--- src/hw/nco_pll_regs_pkg.sv ---
// Package for the oscillator frequency and clock multiplier register bank.
// Assumes an APB slave, 32-bit data, register index times four as byte address.
// Operation
// - AB frequency word, signed, halves 0x14/0x15
// - CD frequency word, signed, halves 0x16/0x17
// - Bit 12 holds loop filter at zero
// - Bit 11 lets SYNC align N dividers
// - Bit 10 runs PLL, zero bypasses it
// - Pump field: none, single, unused, dual
// - Prescaler codes 2 to 7, 000 eight
// - Bits 2:0 read back loop filter voltage
// - M bit7 low: divide by M[6:0]
// - M bit7 high: divide by twice M[6:0]
// - N divider divides by code plus one
package nco_pll_regs_pkg;

  // Register indices as printed; byte address is index times four
  localparam logic [7:0] IDX_AB_LOW = 8'h14;
  localparam logic [7:0] IDX_AB_HIGH = 8'h15;
  localparam logic [7:0] IDX_CD_LOW = 8'h16;
  localparam logic [7:0] IDX_CD_HIGH = 8'h17;
  localparam logic [7:0] IDX_PLL_CONTROL = 8'h18;
  localparam logic [7:0] IDX_PLL_DIVIDER = 8'h19;

  // Values after reset
  localparam logic [31:0] FREQ_RESET = 32'h0000_0000;
  localparam logic [15:0] PLL_CONTROL_RESET = 16'h2808;
  localparam logic [15:0] PLL_DIVIDER_RESET = 16'h0440;
  localparam logic [2:0] LF_VOLT_RESET = 3'h0;

  // Control field positions
  localparam int CTL_LPF_HOLD_BIT = 12;
  localparam int CTL_NDIV_SYNC_BIT = 11;
  localparam int CTL_PLL_RUN_BIT = 10;
  localparam int CTL_PUMP_MSB = 7;
  localparam int CTL_PUMP_LSB = 6;
  localparam int CTL_PRESCALE_MSB = 5;
  localparam int CTL_PRESCALE_LSB = 3;
  localparam int CTL_LF_VOLT_MSB = 2;

  // Divider field positions
  localparam int DIV_M_MSB = 15;
  localparam int DIV_M_LSB = 8;
  localparam int DIV_N_MSB = 7;
  localparam int DIV_N_LSB = 4;
  localparam int DIV_BIAS_MSB = 3;
  localparam int DIV_BIAS_LSB = 2;

  // Charge pump codes
  localparam logic [1:0] PUMP_NONE = 2'h0;
  localparam logic [1:0] PUMP_SINGLE = 2'h1;
  localparam logic [1:0] PUMP_DUAL = 2'h3;

  // Prescaler code that stands for divide by eight
  localparam logic [2:0] PRESCALE_EIGHT_CODE = 3'h0;
  localparam logic [3:0] PRESCALE_EIGHT = 4'h8;

  // Smallest valid direct M ratio
  localparam logic [6:0] M_DIRECT_MIN = 7'h04;

  // Input filter depth for pins from outside the pclk domain
  localparam int SYNC_STAGES = 3;

  // Decoded settings for the clock multiplier
  typedef struct packed {
    logic lpf_hold;
    logic pll_run;
    logic pll_bypass;
    logic pump_single;
    logic pump_dual;
    logic pump_code_unused;
    logic [3:0] prescale_ratio;
    logic prescale_code_unused;
    logic [7:0] m_ratio;
    logic m_invalid;
    logic [4:0] n_ratio;
    logic [1:0] vco_bias;
  } pll_cfg_t;

endpackage

--- src/hw/pin_filter.sv ---
// Input filter for levels arriving from outside the pclk domain.
// Assumes each bit changes slowly compared to pclk; bits are filtered alone.
`timescale 1ns/100ps
module pin_filter
  import nco_pll_regs_pkg::*;
#(
  parameter int WIDTH = 1
)
(
  // Clock and reset
  input wire logic pclk,
  input wire logic presetn,
  // Raw and filtered level
  input wire logic [WIDTH-1:0] raw,
  output logic [WIDTH-1:0] level
);

  logic [WIDTH-1:0] stage1;
  logic [WIDTH-1:0] stage2;
  logic [WIDTH-1:0] stage3;
  wire [WIDTH-1:0] agree = ~(stage2 ^ stage3);

  // First stage only feeds the second, to contain metastability
  always_ff @(posedge pclk or negedge presetn)
  begin
    if (!presetn)
    begin
      stage1 <= '0;
      stage2 <= '0;
      stage3 <= '0;
      level <= '0;
    end
    else
    begin
      stage1 <= raw;
      stage2 <= stage1;
      stage3 <= stage2;
      level <= (agree & stage3) | (~agree & level);
    end
  end

endmodule

--- src/hw/nco_pll_regs.sv ---
// Oscillator frequency words and clock multiplier control registers.
// Assumes an APB3 master on pclk; loop filter code and SYNC are async pins.
//
// Chosen here: the APB interface to the registers.
`timescale 1ns/100ps
module nco_pll_regs
  import nco_pll_regs_pkg::*;
#(
  parameter int ADDR_W = 8
)
(
  // Clock and reset
  input wire logic pclk,
  input wire logic presetn,
  // APB slave
  input wire logic psel,
  input wire logic penable,
  input wire logic pwrite,
  input wire logic [ADDR_W-1:0] paddr,
  input wire logic [31:0] pwdata,
  output logic [31:0] prdata,
  output logic pready,
  output logic pslverr,
  // Analog and pin inputs
  input wire logic [2:0] lf_volt_pin,
  input wire logic sync_pin,
  // Oscillator frequency words
  output logic [31:0] ab_freq_word,
  output logic [31:0] cd_freq_word,
  // Clock multiplier control
  output pll_cfg_t pll_cfg,
  output logic ndiv_sync
);

  logic [15:0] pll_control;
  logic [15:0] pll_divider_setup;
  logic [2:0] lf_volt;
  logic sync_level;
  logic sync_prev;

  // Index from a byte address; low two bits must be zero to hit a register
  function automatic logic [7:0] word_index(input logic [ADDR_W-1:0] addr);
    logic [ADDR_W-1:0] shifted;
    shifted = addr >> 2;
    return shifted[7:0];
  endfunction

  function automatic logic hits(input logic [ADDR_W-1:0] addr, input logic [7:0] idx);
    return (addr[1:0] == 2'h0) && (word_index(addr) == idx);
  endfunction

  // Prescaler ratio; code 001 is undocumented and passed through as one
  function automatic logic [3:0] prescale_ratio(input logic [2:0] code);
    logic [3:0] ratio;
    ratio = (code == PRESCALE_EIGHT_CODE) ? PRESCALE_EIGHT : {1'b0, code};
    return ratio;
  endfunction

  // M ratio: direct or doubled lower seven bits
  function automatic logic [7:0] m_ratio(input logic [7:0] m);
    logic [7:0] ratio;
    ratio = m[7] ? {m[6:0], 1'b0} : {1'b0, m[6:0]};
    return ratio;
  endfunction

  function automatic logic m_invalid(input logic [7:0] m);
    logic bad;
    bad = m[7] ? (m[6:0] < M_DIRECT_MIN[6:0]) : (m[6:0] < M_DIRECT_MIN);
    return bad;
  endfunction

  // Filtered pin inputs
  pin_filter #(.WIDTH(3)) lf_volt_filter (
    .pclk(pclk),
    .presetn(presetn),
    .raw(lf_volt_pin),
    .level(lf_volt)
  );

  pin_filter #(.WIDTH(1)) sync_filter (
    .pclk(pclk),
    .presetn(presetn),
    .raw(sync_pin),
    .level(sync_level)
  );

  // Address decode
  wire hit_ab_low = hits(paddr, IDX_AB_LOW);
  wire hit_ab_high = hits(paddr, IDX_AB_HIGH);
  wire hit_cd_low = hits(paddr, IDX_CD_LOW);
  wire hit_cd_high = hits(paddr, IDX_CD_HIGH);
  wire hit_control = hits(paddr, IDX_PLL_CONTROL);
  wire hit_divider = hits(paddr, IDX_PLL_DIVIDER);
  wire hit_any = hit_ab_low | hit_ab_high | hit_cd_low | hit_cd_high |
    hit_control | hit_divider;

  // Phases: answer is ready one cycle after setup, so every access has zero waits
  wire setup_phase = psel & ~penable;
  wire write_done = psel & penable & pready & pwrite & hit_any;

  // Control register reads back live loop filter code in its low bits
  wire [15:0] control_view = {pll_control[15:CTL_LF_VOLT_MSB+1], lf_volt};

  logic [15:0] read_word;
  always_comb
  begin
    read_word = 16'h0000;
    if (hit_ab_low)
      read_word = ab_freq_word[15:0];
    else if (hit_ab_high)
      read_word = ab_freq_word[31:16];
    else if (hit_cd_low)
      read_word = cd_freq_word[15:0];
    else if (hit_cd_high)
      read_word = cd_freq_word[31:16];
    else if (hit_control)
      read_word = control_view;
    else if (hit_divider)
      read_word = pll_divider_setup;
  end

  // Next values of the stored registers
  wire [15:0] wdata = pwdata[15:0];
  wire [31:0] next_ab = {hit_ab_high ? wdata : ab_freq_word[31:16],
    hit_ab_low ? wdata : ab_freq_word[15:0]};
  wire [31:0] next_cd = {hit_cd_high ? wdata : cd_freq_word[31:16],
    hit_cd_low ? wdata : cd_freq_word[15:0]};
  wire [15:0] next_control = {wdata[15:CTL_LF_VOLT_MSB+1], LF_VOLT_RESET};

  // Decoded clock multiplier settings, taken from the stored fields
  wire [1:0] pump_code = pll_control[CTL_PUMP_MSB:CTL_PUMP_LSB];
  wire [2:0] prescale_code = pll_control[CTL_PRESCALE_MSB:CTL_PRESCALE_LSB];
  wire [7:0] m_code = pll_divider_setup[DIV_M_MSB:DIV_M_LSB];
  wire [3:0] n_code = pll_divider_setup[DIV_N_MSB:DIV_N_LSB];

  pll_cfg_t next_pll_cfg;
  always_comb
  begin
    next_pll_cfg.lpf_hold = pll_control[CTL_LPF_HOLD_BIT];
    next_pll_cfg.pll_run = pll_control[CTL_PLL_RUN_BIT];
    next_pll_cfg.pll_bypass = ~pll_control[CTL_PLL_RUN_BIT];
    next_pll_cfg.pump_single = (pump_code == PUMP_SINGLE);
    next_pll_cfg.pump_dual = (pump_code == PUMP_DUAL);
    next_pll_cfg.pump_code_unused = (pump_code != PUMP_NONE) &&
      (pump_code != PUMP_SINGLE) && (pump_code != PUMP_DUAL);
    next_pll_cfg.prescale_ratio = prescale_ratio(prescale_code);
    next_pll_cfg.prescale_code_unused = (prescale_code == 3'h1);
    next_pll_cfg.m_ratio = m_ratio(m_code);
    next_pll_cfg.m_invalid = m_invalid(m_code);
    next_pll_cfg.n_ratio = {1'b0, n_code} + 5'h01;
    next_pll_cfg.vco_bias = pll_divider_setup[DIV_BIAS_MSB:DIV_BIAS_LSB];
  end

  // A SYNC rising edge aligns the N dividers only while enabled
  wire next_ndiv_sync = sync_level & ~sync_prev & pll_control[CTL_NDIV_SYNC_BIT];

  // APB answer, loaded during setup so that it stands through the access phase
  always_ff @(posedge pclk or negedge presetn)
  begin
    if (!presetn)
    begin
      pready <= 1'b0;
      pslverr <= 1'b0;
      prdata <= 32'h0000_0000;
    end
    else
    begin
      pready <= setup_phase;
      pslverr <= setup_phase & ~hit_any;
      prdata <= (setup_phase & ~pwrite) ? {16'h0000, read_word} : 32'h0000_0000;
    end
  end

  // Frequency words; a half write changes only that half
  always_ff @(posedge pclk or negedge presetn)
  begin
    if (!presetn)
    begin
      ab_freq_word <= FREQ_RESET;
      cd_freq_word <= FREQ_RESET;
    end
    else if (write_done)
    begin
      ab_freq_word <= next_ab;
      cd_freq_word <= next_cd;
    end
  end

  // Control and divider registers
  always_ff @(posedge pclk or negedge presetn)
  begin
    if (!presetn)
    begin
      pll_control <= PLL_CONTROL_RESET;
      pll_divider_setup <= PLL_DIVIDER_RESET;
    end
    else
    begin
      if (write_done & hit_control)
        pll_control <= next_control;
      if (write_done & hit_divider)
        pll_divider_setup <= wdata;
    end
  end

  // Registered outputs; settings follow a write by one cycle
  always_ff @(posedge pclk or negedge presetn)
  begin
    if (!presetn)
    begin
      pll_cfg <= '0;
      sync_prev <= 1'b0;
      ndiv_sync <= 1'b0;
    end
    else
    begin
      pll_cfg <= next_pll_cfg;
      sync_prev <= sync_level;
      ndiv_sync <= next_ndiv_sync;
    end
  end

endmodule

--- config.mk ---
export PLATFORM = sky130hd
export DESIGN_NAME = nco_pll_regs
export DESIGN_NICKNAME = d
export VERILOG_FILES = /design/src/hw/nco_pll_regs_pkg.sv /design/src/hw/pin_filter.sv /design/src/hw/nco_pll_regs.sv
export SDC_FILE = /design/constraint.sdc
export NUM_CORES = 1
export LEC_CHECK = 0
export ABC_AREA = 1
export BUFFER_PORTS_ARGS = -buffer_cell sky130_fd_sc_hd__buf_2
export CAP_MARGIN = 30
export CORE_AREA = 3 3 118 120
export DETAILED_ROUTE_END_ITERATION = 10
export DIE_AREA = 0 0 121 123
export PLACE_DENSITY = 0.86
export REMOVE_ABC_BUFFERS = 1
export SYNTH_ARGS = -nofsm -noshare
export SYNTH_HDL_FRONTEND = slang
export SYNTH_SLANG_ARGS = --single-unit
--- constraint.sdc ---
create_clock -name pclk -period 3.9 [get_ports pclk]
set_input_delay 0.78 -clock pclk [delete_from_list [all_inputs] [get_ports pclk]]
set_output_delay 0.78 -clock pclk [all_outputs]
set_load 0.01 [all_outputs]
Word-level counts from Yosys, hierarchy flattened
Index checks and enable logic that the tools add are counted.

Add/subtract/negate cells: 1. Magnitude comparators: 1. Equality and inequality tests: 11. Muxes and demuxes: 9. Bitwise logic cells: 32. Reductions and logical operators: 15.

Operators with widths (number): $mux 16 (7); $eq 6x5->1 const B (6); $and 1x1->1 (13); $logic_and 1x1->1 (8); $mux 8 (1); $reduce_and 2->1 (4); $lt 7x3->1 const B (1); $and 3x3->3 (2); $not 1->1 (6); $not 3->3 (2); $or 1x1->1 (6); $add 4x1->5 const B (1); $mux 4 (1); $eq 3x1->1 const B (1); $logic_not 3->1 (1); $or 3x3->3 (1); $xor 3x3->3 (1); $eq 2x1->1 const B (1); $eq 2x2->1 const B (1); $logic_not 2->1 (1); $ne 2x1->1 const B (1); $ne 2x2->1 const B (1); $reduce_bool 2->1 (1); $xor 1x1->1 (1).

Flip-flop bits (word level): 156. Input port bits: 49. Logic and storage cells: 100.

Logic depth before layout (Yosys ltp)
Gate-level depths: netlist of the first run.

Word-level depth: 9. Gate-level depth with buffers: 12.

Hierarchy
Synthesis of the first run repeated with hierarchy kept, for this count alone.

Cell total of the unflattened synthesis: 814. Area, all modules: 7115.6 um^2.

By module, submodules not included: nco_pll_regs (times used 1, cells an instance 782, area an instance 6650.1 um^2, seq. area each 3509.6 um^2); pin_filter at lf_volt_filter (times used 1, cells an instance 24, area an instance 349.1 um^2, seq. area each 300.3 um^2); pin_filter at sync_filter (times used 1, cells an instance 8, area an instance 116.4 um^2, seq. area each 100.1 um^2).

Worst setup path after synthesis of the first run
OpenSTA, ideal clock, no wires.

Path kind: input to register. Start: input paddr[7]. End: register cd_freq_word[21]. Library setup time: 117 ps. Arrival time: 1852 ps. Path slack: 1931 ps. Stages on the path: 12. Path buffers: 2. Cells stage by stage: inv_2 -> nand2_2 -> nor2_4 -> nand2_4 -> nand2_2 -> nor2_4 -> nand2_4 -> buf_12 -> nand3_4 -> buf_2 -> nand2_1 -> nand2_1.

Word-level cells in the longest chain between the ends: 9. Elaborated cells between the ends (all ways): 19. Classes of those cells: eq/ne (6); bitwise (6); reduce/logical (7).

Ends and longest elaborated chain: from (decl) (RTL line nco_pll_regs.sv:19) `input wire logic [ADDR_W-1:0] paddr,`; $eq 6x5->1 (RTL line nco_pll_regs.sv:49) `return (addr[1:0] == 2'h0) && (word_index(addr) == idx);`; $logic_and 1x1->1 (RTL line nco_pll_regs.sv:49); $or 1x1->1 (4 in series) (RTL line nco_pll_regs.sv:94) `wire hit_any = hit_ab_low | hit_ab_high | hit_cd_low | hit_cd_high |`; $or 1x1->1 (RTL line nco_pll_regs.sv:95) `hit_control | hit_divider;`; $and 1x1->1 (RTL line nco_pll_regs.sv:99) `wire write_done = psel & penable & pready & pwrite & hit_any;`; $reduce_and 2->1 (no line) *; to (signal assigned) (RTL line nco_pll_regs.sv:185) `cd_freq_word <= next_cd;`; to (decl) (RTL line nco_pll_regs.sv:29) `output logic [31:0] cd_freq_word,`.

Every way passes the cells marked *; elsewhere a longest branch is shown, timed or not. A chain may end at the register's enable or synchronous reset.

Final worst setup path of the first run
Start: input paddr[7]. End: register ab_freq_word[22].

Word-level cells in the longest chain between the ends: 9. Elaborated cells between the ends (all ways): 19. Classes of those cells: eq/ne (6); bitwise (6); reduce/logical (7).

Ends and longest elaborated chain: $eq 6x5->1 (RTL line nco_pll_regs.sv:49); $logic_and 1x1->1 (RTL line nco_pll_regs.sv:49); $or 1x1->1 (4 in series) (RTL line nco_pll_regs.sv:94); $or 1x1->1 (RTL line nco_pll_regs.sv:95); $and 1x1->1 (RTL line nco_pll_regs.sv:99); $reduce_and 2->1 (no line) *; to (signal assigned) (RTL line nco_pll_regs.sv:184) `ab_freq_word <= next_ab;`; to (decl) (RTL line nco_pll_regs.sv:28) `output logic [31:0] ab_freq_word,`.

Marked as above.

==> impl_metrics.json, run 1 <==
{
  "place.gp.congestion": 0.8701,
  "r2r-end": "ab_freq_word[22]$_DFFE_PN0P_",
  "core_region_area_um2": 13090,
  "area_growth_pct": 18.23,
  "synth-main-ff-cell": "dfrtp_1",
  "crit_required_ns": 4.22,
  "clockBufferDepth": 2,
  "hp-class": "flop to flop",
  "endpoint_kind": "flop",
  "ys_seq_elements": 156,
  "min_period_over_period_pct": 72.90,
  "start_kind": "primary input",
  "ys_async_sr_fraction_pct": 100.0,
  "cp_max_fo": 42,
  "nets": 962,
  "die_h_um": 123,
  "vias": 6043,
  "grtUsageTotal_pct": 26.47,
  "rsz0062_at_grt": "no",
  "regArea_um2": 3910,
  "die_area_um2": 14880,
  "slew_viol_final": 0,
  "drt_wl_total_um": 19170,
  "placed_area_um2": 7789,
  "port_buffers": 142,
  "synthTopCellsByArea": "dfrtp_1, nand2_1, nand4_1, inv_1, mux2_2",
  "holdCritStartpoint": "lf_volt_filter.stage1[2]$_DFF_PN0_",
  "drtAntennaViolNets": 0,
  "h-tree-depth": 4,
  "r2r-start": "pready$_DFF_PN0_",
  "grt-ovfl-total": 0,
  "rows": 42,
  "min_period_ns": 2.843,
  "r2r_cells": 6,
  "cap_violations": 0,
  "ys_types": 34,
  "antenna_cells": 0,
  "setup_ws_ns": 1.057,
  "syn_area_per_cell_um2": 8.973,
  "postCtsSetupBuffers": 0,
  "timing.hold.ws_ns": 0.3476,
  "dr.pass1.iters": 5,
  "finalSetupViolCount": 0,
  "start_util_pct": 54.04,
  "hold_path_depth": 0,
  "yosys_warnings": 0,
  "run_status": "finished clean",
  "io_pins": 175,
  "grt_max_degree": 82,
  "yosysMostFrequentCell": "nand2_1",
  "reg2reg_slack_ns": 1.43,
  "layout-drive-gt1-share_pct": 26.92,
  "dp_hpwl_um": 11980,
  "grt_pass1_wl_um": 30030,
  "clk_latency_ns": 0.43,
  "routedWlPerCell_um": 17.41,
  "leakage_nw": 4.677,
  "crit_arrival_ns": 3.16,
  "clock-skew-final_ns": 0.01117,
  "yosysTopAreaCellShare_pct": 53.44,
  "cts_made_buffers": 17,
  "cts_sinks": 156,
  "cts-root-buf": "clkbuf_16",
  "synth_top_area_cell": "dfrtp_1",
  "vias_per_cell": 5.489,
  "crit_type": "primary input to flop",
  "cts_tree": "yes",
  "cts.repair.resized": 0,
  "fmax_ghz": 0.3517,
  "die_width_um": 121,
  "synthTopCellsByCount": "nand2_1, dfrtp_1, nand4_1",
  "worst_pin_slew_ns": 0.9523,
  "hold_violations": 0,
  "ir_drop_uv": 238.2,
  "p_per_area_nw_per_um2": 402.7,
  "ys_seq_area_share_pct": 55.30,
  "drc_errors": 0,
  "n_fill_cell": 1054,
  "drtIter0Drc": 532,
  "grt_pass1_vias": 5717,
  "synth_edf_count": 0,
  "fin_tns_setup_ns": 0,
  "antenna_found_initial": 0,
  "ctsHoldBuffers": 0,
  "clkTransAtPathRegs_ns": 0.06,
  "pre_cts_ws_ns": 0.6789,
  "relSlewSlack_pct": 36.51,
  "final_area_um2": 8359,
  "synth_area_um2": 7071,
  "multi_input_area_um2": 2626,
  "syn_inst": 788,
  "hold_end": "lf_volt_filter.stage2[2]$_DFF_PN0_"
}
==> cell type report <==
type	instances	share of cell area, %
sequential	156	46.77
multi-input combinational	524	31.42
tap	176	2.634
clock buffer	21	5.388
inverter	58	2.604
clock inverter	11	1.437
timing repair buffer	155	9.744
==> through the flow <==
stage               power [mW]  std cells  util (%)
floorplan                1.711        738         -
global placement         1.793       1069     59.52
detailed placement       1.796       1069     59.52
CTS                      3.384       1101     63.88
global route             3.484       1101     63.88
finish                   3.367       1101     63.88
==> cells by family (layout without fill, tap and decap cells) <==
| logic type | count (synthesis) | in the layout | share of synthesized area, % |
|---|---|---|---|
| AO/OA/AOI/OAI | 57 | 57 | 4.105 |
| adder cells (fa/ha/maj) | 5 | 5 | 0.7432 |
| buffers and inverters | 123 | 245 | 8.494 |
| XOR/XNOR | 2 | 2 | 0.2478 |
| other | 1 | 16 | 0.05304 |
| AND/OR/NAND/NOR | 428 | 428 | 28.51 |
| multiplexers | 16 | 16 | 2.548 |
| flip-flops | 156 | 156 | 55.30 |
==> registers in the layout (all words and copies together) (netlist names), 13 cells and up, named ones only <==
signal             count
ab_freq_word          32
cd_freq_word          32
pll_cfg               27
pll_control           13
pll_divider_setup     16
prdata                16
==> worst max path at each step <==
stage               startpoint  cells after the start  slack, ns                           end
floorplan               pwrite                      4      -1.53   cd_freq_word[0]$_DFFE_PN0P_
global route          paddr[7]                     11       0.93  ab_freq_word[26]$_DFFE_PN0P_
finish                paddr[7]                     11       1.06  ab_freq_word[22]$_DFFE_PN0P_
global placement      paddr[7]                     11       0.72  ab_freq_word[19]$_DFFE_PN0P_
detailed placement    paddr[7]                     11       0.68  ab_freq_word[31]$_DFFE_PN0P_
CTS                   paddr[7]                     11       1.11  ab_freq_word[27]$_DFFE_PN0P_
==> critical path, cell delays in order <==
cell     delay, ns
buf_2         0.10
inv_2         0.04
nand2_2       0.08
nor2_4        0.44
nand2_4       0.25
nand2_2       0.16
nor2_4        0.04
nand2_4       0.38
nand3_2       0.56
nand2_1       0.23
nand2_1       0.07
==> report_power, final <==
group	switching [mW]	total [mW]	internal, mW
Sequential	0.00663	1.64	1.63
Clock	0.643	1.60	0.957
Combinational	0.0979	0.127	0.0291
==> placed cells by master, fill, tap and decap left out, drive strengths merged <==
cell type / n
a21oi: 30
buf: 155
bufinv: 2
clkbuf: 21
clkinv: 5
clkinvlp: 3
conb: 16
dfrtp: 151
dfstp: 5
ha: 1
inv: 59
maj3: 4
mux2: 16
nand2: 269
nand3: 38
nand4: 79
nor2: 24
nor3: 4
o211ai: 1
o21a: 1
o21ai: 25
or2: 14
xor2: 2
==> routing by layer <==
metal  up-vias  track usage [%]  routed length [µm]
met4         0            11.97                 491
met1      2853            35.15                7445
li1       2791                -                   -
met5         -                0                   0
met3        46            5.901                1847
met2       353            41.92                9383
(Power assumes the default switching activity.)
==> inputs of run 2 (changes only) <==
--- a/config.mk
+++ b/config.mk
@@ -8,10 +8,10 @@
 export ABC_AREA = 1
 export BUFFER_PORTS_ARGS = -buffer_cell sky130_fd_sc_hd__buf_2
 export CAP_MARGIN = 30
-export CORE_AREA = 3 3 118 120
+export CORE_AREA = 3 3 126 128
 export DETAILED_ROUTE_END_ITERATION = 10
-export DIE_AREA = 0 0 121 123
-export PLACE_DENSITY = 0.86
+export DIE_AREA = 0 0 129 131
+export PLACE_DENSITY = 0.8
 export REMOVE_ABC_BUFFERS = 1
 export SYNTH_ARGS = -nofsm -noshare
 export SYNTH_HDL_FRONTEND = slang
==> constraint.sdc (replaced) <==
create_clock -name pclk -period 2.4 [get_ports pclk]
set_input_delay 0.48 -clock pclk [delete_from_list [all_inputs] [get_ports pclk]]
set_output_delay 0.48 -clock pclk [all_outputs]
set_load 0.01 [all_outputs]
==> impl_metrics.json, run 2 (synthesis gave the netlist of run 1 again) <==
{
  "nets": 977,
  "cts-root-buf": "clkbuf_16",
  "cts_sinks": 156,
  "dr.pass1.iters": 5,
  "final_cell_mix": "nand2_1, dfrtp_1, buf_2",
  "die_width_um": 129,
  "postCtsSetupBuffers": 0,
  "vias": 6094,
  "hp-class": "primary input to async pin",
  "min_period_over_period_pct": 82.30,
  "ir_drop_uv": 535.6,
  "endpoint_kind": "flop",
  "crit_chain": "buf_2, inv_2, nand2_2, nor2_4, nand2_2, nand2_2, nor2_4, nand2_4, nand3_2, nand2_1, nand2_1",
  "crit_required_ns": 2.71,
  "final_area_um2": 8566,
  "cp_num_cells": 11,
  "cap_violations": 0,
  "timing.hold.ws_ns": 0.03153,
  "antenna_cells": 0,
  "top_regs": "ab_freq_word x32, cd_freq_word x32, pll_cfg x27",
  "cts_made_buffers": 17,
  "h-tree-depth": 4,
  "start_kind": "primary input",
  "place.gp.congestion": 0.8525,
  "rsz0062_at_grt": "no",
  "finalSetupViolCount": 0,
  "vias_per_cell": 5.402,
  "drtIter0Drc": 678,
  "hold_violations": 0,
  "crit_arrival_ns": 2.29,
  "clock-skew-final_ns": 0.005986,
  "grtUsageTotal_pct": 23.44,
  "run_status": "finished clean",
  "cpMostUsedCell": "nand2_2",
  "placed_area_um2": 7954,
  "layout_commonest_cell": "nand2_1",
  "drc_errors": 0,
  "core_region_area_um2": 14980,
  "dp_hpwl_um": 12830,
  "cp_max_fo": 23,
  "clk_latency_ns": 0.43,
  "cts_tree": "yes",
  "ctsHoldBuffers": 0,
  "slowest_delay_ns": 0.48,
  "slew_viol_final": 0,
  "rows": 45,
  "crit_type": "primary input to flop",
  "worst_pin_slew_ns": 0.6667,
  "min_period_ns": 1.975,
  "antenna_found_initial": 0,
  "grt-ovfl-total": 0,
  "grt_pass1_wl_um": 30560,
  "clkTransAtPathRegs_ns": 0.06,
  "leakage_nw": 4.789,
  "p_per_area_nw_per_um2": 661.3,
  "cp_top_family": "simple AND/OR/NAND/NOR gates",
  "grt_pass1_vias": 5791,
  "layout-drive-gt1-share_pct": 28.40,
  "die_area_um2": 16900,
  "cp_slowest_cell": "nand3_2",
  "drt_wl_total_um": 19180,
  "clockBufferDepth": 2,
  "area_growth_pct": 21.15,
  "dp_cells": 1096,
  "grt_max_degree": 60,
  "port_buffers": 142,
  "final_cells": 1128,
  "fmax_ghz": 0.5063,
  "n_fill_cell": 1283,
  "cp_num_buf_inv": 2,
  "r2r_cells": 6,
  "io_pins": 175,
  "routedWlPerCell_um": 17.00,
  "relSlewSlack_pct": 55.51,
  "start_util_pct": 47.21,
  "die_h_um": 131,
  "drtAntennaViolNets": 0,
  "cts.repair.resized": 0
}
[run 2: cell count changes in the layout (fill, tap and decap cells not counted), sizes merged]
cell,before,now
clkbuf,21,17
bufinv,2,3
buf,155,170
inv,59,61
clkinv,5,6
[run 2: final cells by class]
type                    count  area [µm²]  area share [%]
repair buffers            170       964.7           11.26
flip-flops and latches    156        3910           45.65
multi-input cells         524        2626           30.66
clock buffers              17       425.4           4.966
inverters                  58       217.7           2.542
clock inverters            15       186.4           2.176
well taps                 188       235.2           2.746
[run 2: worst paths after layout]
kind / from / slack, ns / to
max reg2reg: pready$_DFF_PN0_ / 0.52 / ab_freq_word[4]$_DFFE_PN0P_
max: paddr[7] / 0.42 / ab_freq_word[26]$_DFFE_PN0P_
min: presetn / 0.03 / ndiv_sync$_DFF_PN0_
min reg2reg: lf_volt_filter.stage1[1]$_DFF_PN0_ / 0.35 / lf_volt_filter.stage2[1]$_DFF_PN0_
min in group pclk: lf_volt_pin[1] / 0.16 / lf_volt_filter.stage1[1]$_DFF_PN0_
max in group asynchronous: presetn / 1.58 / pll_divider_setup[6]$_DFFE_PN1P_
[run 2: metrics by stage]
step / utilization (%) / power (mW) / worst slack (ns) / TNS (ns)
floorplan: - / 2.780 / -2.734 / -178.93
global placement: 53.11 / 2.925 / 0.08437 / 0
detailed placement: 53.11 / 2.930 / 0.02176 / 0
CTS: 57.19 / 5.704 / 0.4704 / 0
global route: 57.19 / 5.857 / 0.3177 / 0
finish: 57.19 / 5.665 / 0.4247 / 0
[run 2: routing by layer]
metal | GRT usage (%) | up-vias | wire (µm)
li1 | - | 2827 | -
met1 | 32.10 | 2902 | 8068
met2 | 36.04 | 314 | 8980
met3 | 5.285 | 51 | 1610
met4 | 10.19 | 0 | 516
met5 | 0 | - | 0
[run 2: power breakdown]
| part | total (mW) | switching (mW) | internal [mW] | leakage [nW] |
|---|---|---|---|---|
| registers | 2.66 | 0.0105 | 2.65 | 2.10 |
| clock network | 2.78 | 1.13 | 1.65 | 0.292 |
| logic | 0.219 | 0.163 | 0.0558 | 2.40 |
